`src/verilog/cap_regs.svh`:
```
// Register offsets, field positions, reset values and timing counts.
`ifndef CAP_REGS_SVH
`define CAP_REGS_SVH
// Summary of operation
// - After a TD announcing T=15, the next TA holds clock stop and class.
// - The card answers a PPS request even when TA1 reads '01'.
// - Default-speed request and response: PPSS, PPS0, PCK.
// - After default PPS: T=0, F=372, D=1, N=0.
// - Enhanced request and response: PPSS, PPS0, PPS1, PCK.
// - After enhanced PPS: T=0, F=512, D=8, N=0.
// - Speed enhancement means F=512 D=8 besides the default pair.
// - Both sides always support F=372 and D=1.
// - The card may also offer F=512 with D=16.
// - Without a PPS exchange the card keeps the default pair.
// - Unsupported request: card answers with a default-value response.
// - Card does error detection and repetition on every character.
// - Guard value 255 means 12 etu between characters.
// - Bit rate is card clock over 372 until a PPS succeeds.
// - Answer to reset holds at most 33 characters.
`define CAP_OFF_CTRL 12'h000
`define CAP_OFF_ATR_LEN 12'h004
`define CAP_OFF_ATR_DATA 12'h008
`define CAP_OFF_STATUS 12'h00C
`define CAP_OFF_RX 12'h010
`define CAP_OFF_TX 12'h014
`define CAP_OFF_GLOBAL 12'h018
`define CAP_CTRL_EN 0
`define CAP_CTRL_ENH 1
`define CAP_CTRL_D16 2
`define CAP_CTRL_RST 3'h0
`define CAP_ST_PPS_OK 8
`define CAP_ST_PPS_BAD 9
`define CAP_ST_TX_FAIL 10
`define CAP_F_DEF 372
`define CAP_F_ENH 512
`define CAP_D_DEF 1
`define CAP_D_ENH 8
`define CAP_D_FAST 16
`define CAP_FI_512 4'h9
`define CAP_DI_8 4'h4
`define CAP_DI_16 4'h5
`define CAP_PPSS 8'hFF
`define CAP_TD_T15 4'hF
`define CAP_ATR_MAX 6'h21
`define CAP_ATR_DELAY 16'h01F4
`define CAP_MAX_REPEAT 3'h4
`define CAP_POS_PARITY 4'h9
`define CAP_POS_GUARD 4'hA
`define CAP_POS_CHECK 4'hB
`define CAP_POS_END 4'hC
`endif

```
`src/verilog/cap_pkg.sv`:
```
// Types shared by the card negotiation block.
`default_nettype none
package cap_pkg;
	typedef enum logic [2:0] {
		ST_RESET, ST_ATR_WAIT, ST_ATR_SEND, ST_LISTEN,
		ST_PPS_RX, ST_PPS_TX, ST_SESSION
	} cap_state_e;
	typedef enum logic [1:0] {FD_DEFAULT, FD_512_8, FD_512_16} cap_fd_e;
	typedef enum logic [1:0] {IO_IDLE, IO_RX, IO_TX} cap_io_e;
	typedef struct packed {
		logic valid;
		logic [7:0] data;
	} cap_char_s;
endpackage
`default_nettype wire

```
`src/verilog/cap_top.sv`:
```
// Card side answer to reset and speed negotiation with APB registers.
//
// The implementer's own choices: the register addresses and the APB slave port.
`timescale 1ns/1ps
`default_nettype none
`include "cap_regs.svh"
module cap_top (
	input wire logic sys_clk,
	input wire logic rst_b,
	input wire logic psel,
	input wire logic penable,
	input wire logic pwrite,
	input wire logic [11:0] paddr,
	input wire logic [31:0] pwdata,
	output logic [31:0] prdata,
	output logic pready,
	output logic pslverr,
	input wire logic card_clk,
	input wire logic card_rst_b,
	input wire logic io_in,
	output logic io_out,
	output logic io_oe
);
	cap_pkg::cap_state_e state_reg;
	cap_pkg::cap_fd_e fd_reg;
	cap_pkg::cap_fd_e fd_next;
	cap_pkg::cap_char_s tx_reg;
	cap_pkg::cap_char_s rx_char;
	logic [7:0] atr_mem [0:32];
	logic [7:0] rsp_reg [0:3];
	logic [5:0] atr_len_reg;
	logic [5:0] atr_wptr_reg;
	logic [5:0] byte_idx_reg;
	logic [2:0] rsp_len_reg;
	logic enable_reg;
	logic enh_reg;
	logic d16_reg;
	logic card_clk_d_reg;
	logic clk_rise;
	logic [15:0] wait_cnt_reg;
	logic [2:0] pps_cnt_reg;
	logic [7:0] pps0_reg;
	logic [7:0] pps1_reg;
	logic [7:0] xor_reg;
	logic [3:0] y_reg;
	logic [2:0] grp_reg;
	logic t15_reg;
	logic [7:0] ta1_reg;
	logic ta1_seen_reg;
	logic [1:0] clock_stop_indicator_reg;
	logic [5:0] voltage_class_indicator_reg;
	logic glob_seen_reg;
	logic [7:0] rx_hold_reg;
	logic rx_valid_reg;
	logic [7:0] tx_hold_reg;
	logic tx_pend_reg;
	logic pps_ok_reg;
	logic pps_bad_reg;
	logic tx_fail_reg;
	logic io_busy;
	logic io_restart;
	logic io_rst_b;
	logic io_fail;
	logic tick_mid;
	logic tick_edge;
	logic [8:0] etu_len;
	logic io_idle;
	logic issue;
	logic [7:0] cur_byte;
	logic [2:0] after_len;
	logic pps_last;
	logic acc_8;
	logic acc_16;
	logic acc;
	logic [7:0] rsp_pps0;
	logic [7:0] rsp_pck;
	logic acc_phase;
	logic wr;
	logic rd_rx;
	logic mapped;
	logic [31:0] rdata;
	logic [31:0] status;

	assign clk_rise = card_clk && !card_clk_d_reg;
	assign io_out = 1'h0;
	assign io_idle = !io_busy && !tx_reg.valid;
	// Card reset or disable silences the transceiver at once.
	assign io_rst_b = rst_b && card_rst_b && enable_reg;

	always_comb begin
		case (fd_reg)
			cap_pkg::FD_512_8: etu_len = 9'(`CAP_F_ENH / `CAP_D_ENH);
			cap_pkg::FD_512_16: etu_len = 9'(`CAP_F_ENH / `CAP_D_FAST);
			default: etu_len = 9'(`CAP_F_DEF / `CAP_D_DEF);
		endcase
	end

	cap_etu_gen u_etu (
		.sys_clk(sys_clk),
		.rst_b(rst_b),
		.clk_rise(clk_rise),
		.restart(io_restart),
		.etu_len(etu_len),
		.tick_mid(tick_mid),
		.tick_edge(tick_edge)
	);

	cap_char_io u_io (
		.sys_clk(sys_clk),
		.rst_b(io_rst_b),
		.io_in(io_in),
		.tick_mid(tick_mid),
		.tick_edge(tick_edge),
		.tx_in(tx_reg),
		.restart(io_restart),
		.io_oe(io_oe),
		.rx_out(rx_char),
		.tx_fail(io_fail),
		.busy(io_busy)
	);

	always_ff @(posedge sys_clk) begin
		if (!rst_b) begin
			card_clk_d_reg <= 1'h0;
		end else begin
			card_clk_d_reg <= card_clk;
		end
	end

	// One waiting character is handed to the transceiver only while it is idle.
	always_comb begin
		issue = 1'h0;
		cur_byte = tx_hold_reg;
		case (state_reg)
			cap_pkg::ST_ATR_SEND: begin
				issue = io_idle && (byte_idx_reg < atr_len_reg);
				cur_byte = atr_mem[byte_idx_reg];
			end
			cap_pkg::ST_PPS_TX: begin
				issue = io_idle && ({3'h0, rsp_len_reg} > byte_idx_reg);
				cur_byte = rsp_reg[byte_idx_reg[1:0]];
			end
			cap_pkg::ST_SESSION: begin
				issue = io_idle && tx_pend_reg;
			end
			default: begin
				issue = 1'h0;
			end
		endcase
	end

	always_ff @(posedge sys_clk) begin
		if (!rst_b) begin
			tx_reg <= '0;
		end else begin
			tx_reg <= {issue, cur_byte};
		end
	end

	always_ff @(posedge sys_clk) begin
		if (!rst_b || state_reg == cap_pkg::ST_RESET ||
			state_reg == cap_pkg::ST_PPS_RX) begin
			byte_idx_reg <= 6'h00;
		end else if (issue && state_reg != cap_pkg::ST_SESSION) begin
			byte_idx_reg <= byte_idx_reg + 6'h01;
		end
	end

	always_ff @(posedge sys_clk) begin
		if (!rst_b || state_reg != cap_pkg::ST_ATR_WAIT) begin
			wait_cnt_reg <= 16'h0000;
		end else if (clk_rise) begin
			wait_cnt_reg <= wait_cnt_reg + 16'h0001;
		end
	end

	// Response decision: unsupported or default requests get default values.
	assign after_len = 3'h2 + {2'h0, pps0_reg[4]} + {2'h0, pps0_reg[5]} +
		{2'h0, pps0_reg[6]};
	assign pps_last = rx_char.valid && (pps_cnt_reg != 3'h0) &&
		(pps_cnt_reg == after_len - 3'h1);
	assign acc_8 = pps0_reg[4] && enh_reg && pps1_reg[7:4] == `CAP_FI_512 &&
		pps1_reg[3:0] == `CAP_DI_8;
	assign acc_16 = pps0_reg[4] && enh_reg && d16_reg &&
		pps1_reg[7:4] == `CAP_FI_512 && pps1_reg[3:0] == `CAP_DI_16;
	assign acc = acc_8 || acc_16;
	assign rsp_pps0 = {3'h0, acc, 4'h0};
	assign rsp_pck = `CAP_PPSS ^ rsp_pps0 ^ (acc ? pps1_reg : 8'h00);
	assign fd_next = acc_16 ? cap_pkg::FD_512_16 :
		(acc_8 ? cap_pkg::FD_512_8 : cap_pkg::FD_DEFAULT);

	always_ff @(posedge sys_clk) begin
		if (!rst_b) begin
			state_reg <= cap_pkg::ST_RESET;
		end else if (!card_rst_b || !enable_reg) begin
			state_reg <= cap_pkg::ST_RESET;
		end else begin
			case (state_reg)
				cap_pkg::ST_RESET: begin
					state_reg <= cap_pkg::ST_ATR_WAIT;
				end
				cap_pkg::ST_ATR_WAIT: begin
					if (wait_cnt_reg == `CAP_ATR_DELAY) begin
						state_reg <= cap_pkg::ST_ATR_SEND;
					end
				end
				cap_pkg::ST_ATR_SEND: begin
					if (byte_idx_reg >= atr_len_reg && io_idle) begin
						state_reg <= cap_pkg::ST_LISTEN;
					end
				end
				cap_pkg::ST_LISTEN: begin
					if (rx_char.valid) begin
						state_reg <= (rx_char.data == `CAP_PPSS) ?
							cap_pkg::ST_PPS_RX : cap_pkg::ST_SESSION;
					end
				end
				cap_pkg::ST_PPS_RX: begin
					if (pps_last) begin
						state_reg <= ((xor_reg ^ rx_char.data) == 8'h00) ?
							cap_pkg::ST_PPS_TX : cap_pkg::ST_SESSION;
					end
				end
				cap_pkg::ST_PPS_TX: begin
					if ({3'h0, rsp_len_reg} <= byte_idx_reg && io_idle) begin
						state_reg <= cap_pkg::ST_SESSION;
					end
				end
				cap_pkg::ST_SESSION: begin
					state_reg <= cap_pkg::ST_SESSION;
				end
				default: begin
					state_reg <= cap_pkg::ST_RESET;
				end
			endcase
		end
	end

	always_ff @(posedge sys_clk) begin
		if (!rst_b || state_reg == cap_pkg::ST_LISTEN) begin
			pps_cnt_reg <= 3'h0;
			pps0_reg <= 8'h00;
			pps1_reg <= 8'h00;
			xor_reg <= `CAP_PPSS;
		end else if (state_reg == cap_pkg::ST_PPS_RX && rx_char.valid) begin
			pps_cnt_reg <= pps_cnt_reg + 3'h1;
			xor_reg <= xor_reg ^ rx_char.data;
			if (pps_cnt_reg == 3'h0) begin
				pps0_reg <= rx_char.data;
			end
			if (pps_cnt_reg == 3'h1 && pps0_reg[4]) begin
				pps1_reg <= rx_char.data;
			end
		end
	end

	always_ff @(posedge sys_clk) begin
		if (!rst_b) begin
			rsp_reg[0] <= `CAP_PPSS;
			rsp_reg[1] <= 8'h00;
			rsp_reg[2] <= 8'h00;
			rsp_reg[3] <= 8'h00;
			rsp_len_reg <= 3'h3;
		end else if (state_reg == cap_pkg::ST_PPS_RX) begin
			rsp_reg[0] <= `CAP_PPSS;
			rsp_reg[1] <= rsp_pps0;
			rsp_reg[2] <= acc ? pps1_reg : rsp_pck;
			rsp_reg[3] <= rsp_pck;
			rsp_len_reg <= acc ? 3'h4 : 3'h3;
		end
	end

	// The new pair applies only once the whole response has gone out.
	always_ff @(posedge sys_clk) begin
		if (!rst_b || state_reg == cap_pkg::ST_RESET) begin
			fd_reg <= cap_pkg::FD_DEFAULT;
		end else if (state_reg == cap_pkg::ST_PPS_TX &&
			{3'h0, rsp_len_reg} <= byte_idx_reg && io_idle) begin
			fd_reg <= (rsp_len_reg == 3'h4) ? fd_next : cap_pkg::FD_DEFAULT;
		end
	end

	// Tracks the interface characters of the answer as they are sent.
	always_ff @(posedge sys_clk) begin
		if (!rst_b || state_reg == cap_pkg::ST_ATR_WAIT) begin
			y_reg <= 4'h0;
			grp_reg <= 3'h1;
			t15_reg <= 1'h0;
			ta1_reg <= 8'h00;
			ta1_seen_reg <= 1'h0;
			clock_stop_indicator_reg <= 2'h0;
			voltage_class_indicator_reg <= 6'h00;
			glob_seen_reg <= 1'h0;
		end else if (issue && state_reg == cap_pkg::ST_ATR_SEND) begin
			if (byte_idx_reg == 6'h01) begin
				y_reg <= cur_byte[7:4];
			end else if (byte_idx_reg > 6'h01 && y_reg[0]) begin
				y_reg[0] <= 1'h0;
				if (grp_reg == 3'h1) begin
					ta1_reg <= cur_byte;
					ta1_seen_reg <= 1'h1;
				end else if (t15_reg) begin
					clock_stop_indicator_reg <= cur_byte[7:6];
					voltage_class_indicator_reg <= cur_byte[5:0];
					glob_seen_reg <= 1'h1;
				end
			end else if (byte_idx_reg > 6'h01 && y_reg[1]) begin
				y_reg[1] <= 1'h0;
			end else if (byte_idx_reg > 6'h01 && y_reg[2]) begin
				y_reg[2] <= 1'h0;
			end else if (byte_idx_reg > 6'h01 && y_reg[3]) begin
				y_reg <= cur_byte[7:4];
				t15_reg <= cur_byte[3:0] == `CAP_TD_T15;
				grp_reg <= grp_reg + 3'h1;
			end
		end
	end

	assign acc_phase = psel && penable && pready;
	assign wr = acc_phase && pwrite;
	assign rd_rx = acc_phase && !pwrite && paddr == `CAP_OFF_RX;

	always_ff @(posedge sys_clk) begin
		if (!rst_b) begin
			enable_reg <= 1'(`CAP_CTRL_RST >> `CAP_CTRL_EN);
			enh_reg <= 1'h0;
			d16_reg <= 1'h0;
		end else if (wr && paddr == `CAP_OFF_CTRL) begin
			enable_reg <= pwdata[`CAP_CTRL_EN];
			enh_reg <= pwdata[`CAP_CTRL_ENH];
			d16_reg <= pwdata[`CAP_CTRL_D16];
		end
	end

	always_ff @(posedge sys_clk) begin
		if (!rst_b) begin
			atr_len_reg <= 6'h00;
			atr_wptr_reg <= 6'h00;
		end else if (wr && paddr == `CAP_OFF_ATR_LEN) begin
			atr_len_reg <= (pwdata[5:0] > `CAP_ATR_MAX) ? `CAP_ATR_MAX :
				pwdata[5:0];
			atr_wptr_reg <= 6'h00;
		end else if (wr && paddr == `CAP_OFF_ATR_DATA &&
			atr_wptr_reg < `CAP_ATR_MAX) begin
			atr_wptr_reg <= atr_wptr_reg + 6'h01;
		end
	end

	always_ff @(posedge sys_clk) begin
		if (wr && paddr == `CAP_OFF_ATR_DATA && atr_wptr_reg < `CAP_ATR_MAX) begin
			atr_mem[atr_wptr_reg] <= pwdata[7:0];
		end
	end

	// A character arriving during the read that empties the holder wins.
	always_ff @(posedge sys_clk) begin
		if (!rst_b) begin
			rx_hold_reg <= 8'h00;
			rx_valid_reg <= 1'h0;
		end else if (rx_char.valid && (state_reg == cap_pkg::ST_SESSION ||
			(state_reg == cap_pkg::ST_LISTEN && rx_char.data != `CAP_PPSS))) begin
			rx_hold_reg <= rx_char.data;
			rx_valid_reg <= 1'h1;
		end else if (rd_rx) begin
			rx_valid_reg <= 1'h0;
		end
	end

	always_ff @(posedge sys_clk) begin
		if (!rst_b) begin
			tx_hold_reg <= 8'h00;
			tx_pend_reg <= 1'h0;
		end else if (issue && state_reg == cap_pkg::ST_SESSION) begin
			tx_pend_reg <= 1'h0;
		end else if (wr && paddr == `CAP_OFF_TX && !tx_pend_reg &&
			state_reg == cap_pkg::ST_SESSION) begin
			tx_hold_reg <= pwdata[7:0];
			tx_pend_reg <= 1'h1;
		end
	end

	always_ff @(posedge sys_clk) begin
		if (!rst_b) begin
			pps_ok_reg <= 1'h0;
			pps_bad_reg <= 1'h0;
			tx_fail_reg <= 1'h0;
		end else begin
			if (state_reg == cap_pkg::ST_PPS_RX && pps_last &&
				(xor_reg ^ rx_char.data) == 8'h00) begin
				pps_ok_reg <= 1'h1;
			end else if (wr && paddr == `CAP_OFF_STATUS &&
				pwdata[`CAP_ST_PPS_OK]) begin
				pps_ok_reg <= 1'h0;
			end
			if (state_reg == cap_pkg::ST_PPS_RX && pps_last &&
				(xor_reg ^ rx_char.data) != 8'h00) begin
				pps_bad_reg <= 1'h1;
			end else if (wr && paddr == `CAP_OFF_STATUS &&
				pwdata[`CAP_ST_PPS_BAD]) begin
				pps_bad_reg <= 1'h0;
			end
			if (io_fail) begin
				tx_fail_reg <= 1'h1;
			end else if (wr && paddr == `CAP_OFF_STATUS &&
				pwdata[`CAP_ST_TX_FAIL]) begin
				tx_fail_reg <= 1'h0;
			end
		end
	end

	assign status = {7'h00, ta1_seen_reg, ta1_reg, 5'h00, tx_fail_reg,
		pps_bad_reg, pps_ok_reg, io_busy, rx_valid_reg, fd_reg, 1'h0,
		state_reg};

	always_comb begin
		rdata = 32'h0000_0000;
		mapped = 1'h1;
		case (paddr)
			`CAP_OFF_CTRL: rdata = {29'h0, d16_reg, enh_reg, enable_reg};
			`CAP_OFF_ATR_LEN: rdata = {26'h0, atr_len_reg};
			`CAP_OFF_ATR_DATA: rdata = {26'h0, atr_wptr_reg};
			`CAP_OFF_STATUS: rdata = status;
			`CAP_OFF_RX: rdata = {23'h0, rx_valid_reg, rx_hold_reg};
			`CAP_OFF_TX: rdata = {23'h0, tx_pend_reg, tx_hold_reg};
			`CAP_OFF_GLOBAL: rdata = {23'h0, glob_seen_reg,
				clock_stop_indicator_reg, voltage_class_indicator_reg};
			default: mapped = 1'h0;
		endcase
	end

	// Read data is captured in the setup cycle so pready can rise at once.
	always_ff @(posedge sys_clk) begin
		if (!rst_b) begin
			pready <= 1'h0;
			pslverr <= 1'h0;
			prdata <= 32'h0000_0000;
		end else begin
			pready <= psel && !penable;
			pslverr <= psel && !penable && !mapped;
			prdata <= (psel && !penable && !pwrite) ? rdata : 32'h0000_0000;
		end
	end
endmodule
`default_nettype wire

```
`src/verilog/cap_etu_gen.sv`:
```
// Elementary time unit divider counting card clock rising edges.
`timescale 1ns/1ps
`default_nettype none
module cap_etu_gen (
	input wire logic sys_clk,
	input wire logic rst_b,
	input wire logic clk_rise,
	input wire logic restart,
	input wire logic [8:0] etu_len,
	output logic tick_mid,
	output logic tick_edge
);
	logic [8:0] cnt_reg;
	logic [8:0] last;
	assign last = etu_len - 9'h001;
	assign tick_edge = clk_rise && (cnt_reg == last);
	assign tick_mid = clk_rise && (cnt_reg == ((etu_len >> 1) - 9'h001));
	always_ff @(posedge sys_clk) begin
		if (!rst_b || restart) begin
			cnt_reg <= 9'h000;
		end else if (clk_rise) begin
			cnt_reg <= (cnt_reg == last) ? 9'h000 : cnt_reg + 9'h001;
		end
	end
endmodule
`default_nettype wire

```
`src/verilog/cap_char_io.sv`:
```
// Half-duplex character transceiver with parity error signalling.
`timescale 1ns/1ps
`default_nettype none
module cap_char_io (
	input wire logic sys_clk,
	input wire logic rst_b,
	input wire logic io_in,
	input wire logic tick_mid,
	input wire logic tick_edge,
	input wire cap_pkg::cap_char_s tx_in,
	output logic restart,
	output logic io_oe,
	output cap_pkg::cap_char_s rx_out,
	output logic tx_fail,
	output logic busy
);
	cap_pkg::cap_io_e state_reg;
	logic [3:0] pos_reg;
	logic [8:0] sh_reg;
	logic [2:0] rep_reg;
	logic io_d_reg;
	logic err_reg;
	logic idle;
	logic start_rx;
	assign idle = state_reg == cap_pkg::IO_IDLE;
	assign start_rx = idle && !tx_in.valid && io_d_reg && !io_in;
	assign restart = start_rx || (idle && tx_in.valid);
	assign busy = !idle;
	always_ff @(posedge sys_clk) begin
		if (!rst_b) begin
			io_d_reg <= 1'h1;
		end else begin
			io_d_reg <= io_in;
		end
	end
	always_ff @(posedge sys_clk) begin
		if (!rst_b) begin
			state_reg <= cap_pkg::IO_IDLE;
			pos_reg <= 4'h0;
			sh_reg <= 9'h000;
			rep_reg <= 3'h0;
			err_reg <= 1'h0;
			io_oe <= 1'h0;
			rx_out <= '0;
			tx_fail <= 1'h0;
		end else begin
			rx_out.valid <= 1'h0;
			tx_fail <= 1'h0;
			case (state_reg)
				cap_pkg::IO_IDLE: begin
					pos_reg <= 4'h0;
					rep_reg <= 3'h0;
					err_reg <= 1'h0;
					if (tx_in.valid) begin
						sh_reg <= {^tx_in.data, tx_in.data};
						io_oe <= 1'h1;
						state_reg <= cap_pkg::IO_TX;
					end else if (start_rx) begin
						state_reg <= cap_pkg::IO_RX;
					end
				end
				cap_pkg::IO_RX: begin
					if (tick_edge) begin
						pos_reg <= pos_reg + 4'h1;
					end
					if (tick_mid) begin
						if (pos_reg == 4'h0) begin
							if (io_in) begin
								state_reg <= cap_pkg::IO_IDLE;
							end
						end else if (pos_reg <= `CAP_POS_PARITY) begin
							sh_reg <= {io_in, sh_reg[8:1]};
						end else if (pos_reg == `CAP_POS_GUARD) begin
							// A bad parity pulls the line low for one etu.
							if (^sh_reg) begin
								io_oe <= 1'h1;
							end else begin
								rx_out <= {1'h1, sh_reg[7:0]};
								state_reg <= cap_pkg::IO_IDLE;
							end
						end else begin
							io_oe <= 1'h0;
							state_reg <= cap_pkg::IO_IDLE;
						end
					end
				end
				cap_pkg::IO_TX: begin
					if (tick_edge) begin
						pos_reg <= pos_reg + 4'h1;
						if (pos_reg < `CAP_POS_PARITY) begin
							io_oe <= !sh_reg[pos_reg];
						end else if (pos_reg == `CAP_POS_PARITY) begin
							io_oe <= 1'h0;
						end else if (pos_reg == `CAP_POS_GUARD) begin
							err_reg <= !io_in;
						end else if (pos_reg == `CAP_POS_CHECK) begin
							if (!err_reg) begin
								state_reg <= cap_pkg::IO_IDLE;
							end
						end else if (rep_reg == `CAP_MAX_REPEAT) begin
							tx_fail <= 1'h1;
							state_reg <= cap_pkg::IO_IDLE;
						end else begin
							rep_reg <= rep_reg + 3'h1;
							pos_reg <= 4'h0;
							err_reg <= 1'h0;
							io_oe <= 1'h1;
						end
					end
				end
				default: begin
					state_reg <= cap_pkg::IO_IDLE;
				end
			endcase
		end
	end
endmodule
`default_nettype wire

```
`config.mk`:
```
export PLATFORM = sky130hd
export DESIGN_NAME = cap_top
export DESIGN_NICKNAME = d
export VERILOG_FILES = /design/src/verilog/cap_pkg.sv /design/src/verilog/cap_top.sv /design/src/verilog/cap_etu_gen.sv /design/src/verilog/cap_char_io.sv
export VERILOG_INCLUDE_DIRS = /design/src /design/src/verilog
export SDC_FILE = /design/constraint.sdc
export NUM_CORES = 1
export LEC_CHECK = 0
export ABC_AREA = 1
export ABC_CLOCK_PERIOD_IN_PS = 4400
export BUFFER_PORTS_ARGS = -buffer_cell sky130_fd_sc_hd__buf_2
export CAP_MARGIN = 20
export CORE_ASPECT_RATIO = 1.5
export CORE_UTILIZATION = 30
export DETAILED_ROUTE_END_ITERATION = 6
export PLACE_DENSITY = 0.5
export SYNTH_ARGS = -nofsm -noshare
export SYNTH_HDL_FRONTEND = slang
export SYNTH_SLANG_ARGS = --single-unit
```
`constraint.sdc`:
```
create_clock -name sys_clk -period 4.4 [get_ports sys_clk]
set_input_delay 0 -clock sys_clk [delete_from_list [all_inputs] [get_ports sys_clk]]
set_output_delay 0 -clock sys_clk [all_outputs]
set_load 0.03 [all_outputs]
```
Word level (Yosys, flattened, before mapping)
Memories as Yosys holds them, arrays and structs flattened. A register that Yosys moved wholly into a read port is not among the register bits.
Cells that the tools add are included.
W data, S select, Z words.
Word-level totals
  bits in registers: 202
  RAM bits: 296
  input port bits: 52
  logic and storage cells: 407
  memories: 2
Memory list
  atr_mem: depth 33, width 8, read ports 1, clocked after memory_dff 1, wr ports 1, RTL line cap_top.sv:29  | logic [7:0] atr_mem [0:32];
  rsp_reg: depth 4, width 8, read ports 1, clocked after memory_dff 1, wr ports 4, RTL line cap_top.sv:30  | logic [7:0] rsp_reg [0:3];
Operators by class
  add/sub/neg operators: 14
  $lt $le $gt $ge: 10
  equality and inequality tests: 71
  multiplexer cells: 113
  bitwise gates (word level): 23
  reduce and logical (&&, ||, !) cells: 125
Operator list (count)
  $pmux W25 S7: 1
  $logic_and A1 B1 Y1: 57
  $mux W9: 6
  $mux W8: 6
  $mux W2: 23
  $mux W1: 41
  $mux W3: 13
  $eq A12 B5 Y1 const B: 3
  $mux W4: 9
  $ne A2 B2 Y1 const B: 18
  $pmux W9 S2: 2
  $eq A12 B4 Y1 const B: 2
  $ne A3 B3 Y1 const B: 8
  $pmux W3 S7: 1
  $eq A4 B4 Y1 const B: 5
  $reduce_and A5 Y1: 4
  $eq A9 B9 Y1: 2
  $mux W6: 3
  $reduce_and A6 Y1: 3
  $add A16 B1 Y16 const B: 1
  $eq A16 B9 Y1 const B: 1
  $not A1 Y1: 16
  $pmux W8 S2: 1
  $reduce_and A4 Y1: 4
  65 further kinds: 126

Logic depth before layout (Yosys ltp)
  depth in word-level cells: 9
  mapped depth: 16

Modules after synthesis
A second synthesis with hierarchy kept.
Unflattened totals
  cell total of the unflattened synthesis: 2487
  area total of the unflattened synthesis: 21978.6 um^2
Modules (own cells, without submodules)
  cap_top: times used 1, cells each 1934, area an instance 18605.3 um^2
  cap_char_io: times used 1, cells each 360, area an instance 2279.7 um^2
  cap_etu_gen: times used 1, cells each 193, area an instance 1093.5 um^2

Worst setup path after synthesis
Ideal clock, no wire load.
  path type: reg2reg
  from: register pready
  to: memory atr_mem[32][0] (enable)
  library setup time: 395 ps
  arrival: 2346 ps
  required time: 4005 ps
  setup slack: 1660 ps
  cell stages (with the launch flop): 9
  path buffers: 0
  cells stage by stage: dfxtp_1 nand4_1 inv_1 nand2_1 nor2_2 inv_1 nor2_2 nand3_1 nor4_1
On the way
  word-level cells in the longest chain between the ends: 6
Ends and longest elaborated chain
  start: declaration: RTL line cap_top.sv:16  | output logic pready,
  start signal: assignment: RTL line cap_top.sv:438  | pready <= psel && !penable;
  $logic_and A1 B1 Y1: RTL line cap_top.sv:319  | assign acc_phase = psel && penable && pready;
  $logic_and A1 B1 Y1: RTL line cap_top.sv:320  | assign wr = acc_phase && pwrite;
  $logic_and A1 B1 Y1 (no source line) (2 in series)
  $mux W1: RTL line cap_top.sv:350  | if (wr && paddr == `CAP_OFF_ATR_DATA && atr_wptr_reg < `CAP_ATR_MAX) begin
  $mux W1 (not written as such): RTL line cap_top.sv:351  | atr_mem[atr_wptr_reg] <= pwdata[7:0];
  end: declaration: RTL line cap_top.sv:29
Every way passes these cells.

Worst setup path in the final report
  from: input paddr[7]
  to: memory atr_mem[1][2] (enable)
On the way
  word-level cells in the longest chain between the ends: 5
Ends and longest elaborated chain
  start: declaration: RTL line cap_top.sv:13  | input wire logic [11:0] paddr,
  $eq A12 B4 Y1
  $logic_and A1 B1 Y1 (no source line) (2 in series)
  $mux W1: RTL line cap_top.sv:350
  $mux W1 (not written as such): RTL line cap_top.sv:351
Every way passes these cells.

==> flow_metrics.py <==
metrics = {
    "yosys": {
        "ys_ff_latch": 471,
        "yosysSeqAreaShare_pct": 57.38,
        "yosysUniqueCellTypes": 61,
        "ys.flop_type": "edfxtp_1",
        "synth_top_area_share_pct": 39.44,
        "yosys.area.top_type": "edfxtp_1",
        "syn_area_um2": 21320,
        "async_reset_ff_share_pct": 0,
        "syn_inst": 2314,
        "synth_area_per_cell_um2": 9.212,
        "synth-edff-count": 280,
        "yosys_warnings": 0,
        "synth_area_leaders": "edfxtp_1 39%, dfxtp_1 18%, nand2_1 6.9%",
    },
    "die": {
        "die_area_um2": 72150,
        "initial_core_util_pct": 30.33,
        "die_h_um": 328.5,
        "rows": 119,
        "design.portCount": 88,
        "core_area_um2": 70280,
        "die_w_um": 219.6,
    },
    "layout": {
        "area_growth_pct": 13.33,
        "seq_area_um2": 12240,
        "fin_area_um2": 24160,
        "multiInputGateArea_um2": 7473,
        "fillers": 7279,
        "regMostFlops": "atr_mem",
        "top_regs": "atr_mem: 264 flops, prdata: 20 flops",
        "nets": 2463,
        "drive_above_1_share_pct": 9.200,
        "largest_reg_flops": 264,
    },
    "timing": {
        "worst_pin_slew_ns": 0.9735,
        "setup_viol": 0,
        "fin_crit_sh_pct": 74.13,
        "relSlewSlack_pct": 35.10,
        "min_period_ns": 3.262,
        "finalMaxSlewViolations": 0,
        "fin_setup_tns_ns": 0,
        "hold_violations": 0,
        "clock-skew-final_ns": 0.01992,
        "max_freq_mhz": 306.6,
        "rsz0062_at_grt": "false",
    },
    "critical_path": {
        "cpMostUsedCell": "nor2_1",
        "cp.required_ns": 4.62,
        "worstSetupStartpointType": "primary input",
        "crit_slowest_cell": "nor2_1",
        "ff2ff_path_depth": 8,
        "reg2reg_to": "atr_mem[12][2]",
        "end_kind": "register",
        "criticalPathCategory": "primary input to register",
        "r2r-start": "pready",
        "r2r_setup_slack_ns": 1.47,
        "crit_path_max_fanout": 8,
        "critPathMaxStageDelay_ns": 0.76,
        "cp.arrival_ns": 3.48,
        "cp_cell_sequence": "dlygate4sd3_1 > buf_2 > nor2_1 > dlygate4sd3_1 > nand3_1 > nor2_2 > nand2_1 > nor2_1 > nand2_1 > inv_1 > nand3_1 > nor2_1",
    },
    "outcome": {
        "violations": "design-rule violations",
        "status": "complete, but fails checks",
    },
    "placed_design": {
        "dp_hpwl_um": 40470,
        "gp_congestion": 0.8966,
        "placed_area_um2": 22360,
        "place.port_buffers": 53,
    },
    "clocking": {
        "htree_levels": 2,
        "root_buffer": "clkbuf_16",
        "path_clk_slew_ns": 0.06,
        "cts_made_buffers": 48,
        "cts.sinks": 471,
        "cts_tree": "built",
        "clock_latency_ns": 0.60,
        "ctsResizeCount": 0,
        "cts_buffer_depth": 3,
    },
    "route": {
        "drcViolationCount": 10,
        "routed_via_density": 4.839,
        "top_layer": "met4",
        "wl_met1_um": 23100,
        "routed_wl_um": 59320,
        "drtPass1Iterations": 7,
        "wire_per_inst_um": 17.86,
        "initialDrtViolationCount": 1041,
        "routed-wl-met3_um": 2522,
        "route.met2.wl_um": 30630,
        "num_vias": 16070,
        "antenna_left": 0,
    },
    "worst_hold_path": {
        "holdCritStartpoint": "pwdata[3]",
        "hold_depth": 2,
        "hp-class": "primary input to register",
        "hold_end": "atr_mem[16][3]",
    },
    "grt": {
        "grt_pass1_vias": 16180,
        "grt_usage_pct": 16.72,
        "antenna_found_initial": 1,
        "grt_pass1_wl_um": 92470,
        "globalRouteOverflowTotal": 0,
        "grt_start_max_net_pins": 73,
    },
    "power_and_ir_drop": {
        "power_mw": 8.968,
        "leakage_nw": 9.040,
        "ir_drop_mv": 0.2740,
        "power.density_nw_per_um2": 371.2,
    },
    "run": {
        "max-cap-violations": 0,
    },
}
power by group:
group          total (mW)  internal [mW]  leakage (nW)  switching (mW)
clock network        4.14           2.35         0.762            1.80
registers            4.67           4.67          4.08         0.00330
logic               0.152         0.0355          4.20           0.116
total                8.97           7.05          9.04            1.92
worst max-delay path, delay by kind of cell:
| family | cells | cell delay, ns |
|---|---|---|
| AND/OR/NAND/NOR | 8 | 2.12 |
| buffers and inverters | 4 | 1.35 |
cells by family (layout without fill, tap and decap cells):
family	after synthesis	in the layout	share of synthesized area (%)
xor gates and xnor gates	34	34	1.397
adders and majority gates	38	38	2.230
DFF	471	471	57.38
AOI/OAI and AO/OA	396	396	10.69
and+or+nand+nor	988	988	20.51
other	1	14	0.01759
buffers and inverters	386	473	7.771
what timing repair did:
action | in CTS | in global routing
setup buffers | 0 | 0
hold buffers | 22 | 0
endpoints found under the hold margin | 92 | 0
cell usage after synthesis, types with 29 or more instances:
cell type  instances
nand2_1          390
nor2_1           283
edfxtp_1         280
inv_1            267
nand3_1          204
dfxtp_1          191
o21ai_0          133
a21oi_1          117
ha_1              38
o21ai_1           32
o22ai_1           30
nor3_1            29
cell usage in the layout, fill, tap and decap left out, drive strengths merged, types with 16 or more instances in the layout:
cell           n
a21oi        119
buf           69
clkbuf        71
dfxtp        191
dlygate4sd3   22
edfxtp       280
ha            38
inv          290
nand2        392
nand3        206
nand4         16
nor2         303
nor3          35
o211ai        26
o21ai        166
o22ai         30
or2           16
xnor2         18
xor2          16
final cells by class:
cell class / count / share of cell area, %
sequential: 471 / 50.65
multi-input combinational: 1469 / 30.94
clock buffer: 71 / 5.837
tap: 907 / 4.698
inverter: 292 / 4.558
timing repair buffer: 91 / 2.610
clock inverter: 19 / 0.6992
antenna: 1 / 0.01036
through the flow:
stage	std cells	utilization (%)	hold slack, ns	setup slack [ns]
after floorplan	2326	-	0.07850	1.660
after global placement	3208	31.81	0.2201	1.529
after detailed placement	3208	31.81	0.2265	1.509
after CTS	3320	34.37	0.008659	1.242
after global routing	3320	34.37	0.03034	0.9516
final	3321	34.38	0.02536	1.138
worst max path at each step:
stage / start / to / slack (ns)
after detailed placement: pready / atr_mem[0][2] / 1.51
after global placement: register / t15_reg / 1.53
final: paddr[7] / atr_mem[1][2] / 1.14
after CTS: paddr[7] / atr_mem[1][2] / 1.24
after global routing: paddr[7] / atr_mem[3][5] / 0.95
after floorplan: pready / atr_mem[32][0] / 1.66
routing by layer:
| metal | track usage [%] | up-vias |
|---|---|---|
| li1 | - | 7887 |
| met1 | 18.63 | 7619 |
| met2 | 30.67 | 424 |
| met3 | 2.201 | 139 |
| met4 | 8.591 | 0 |
| met5 | 0 | - |
(Power assumes the default switching activity.)
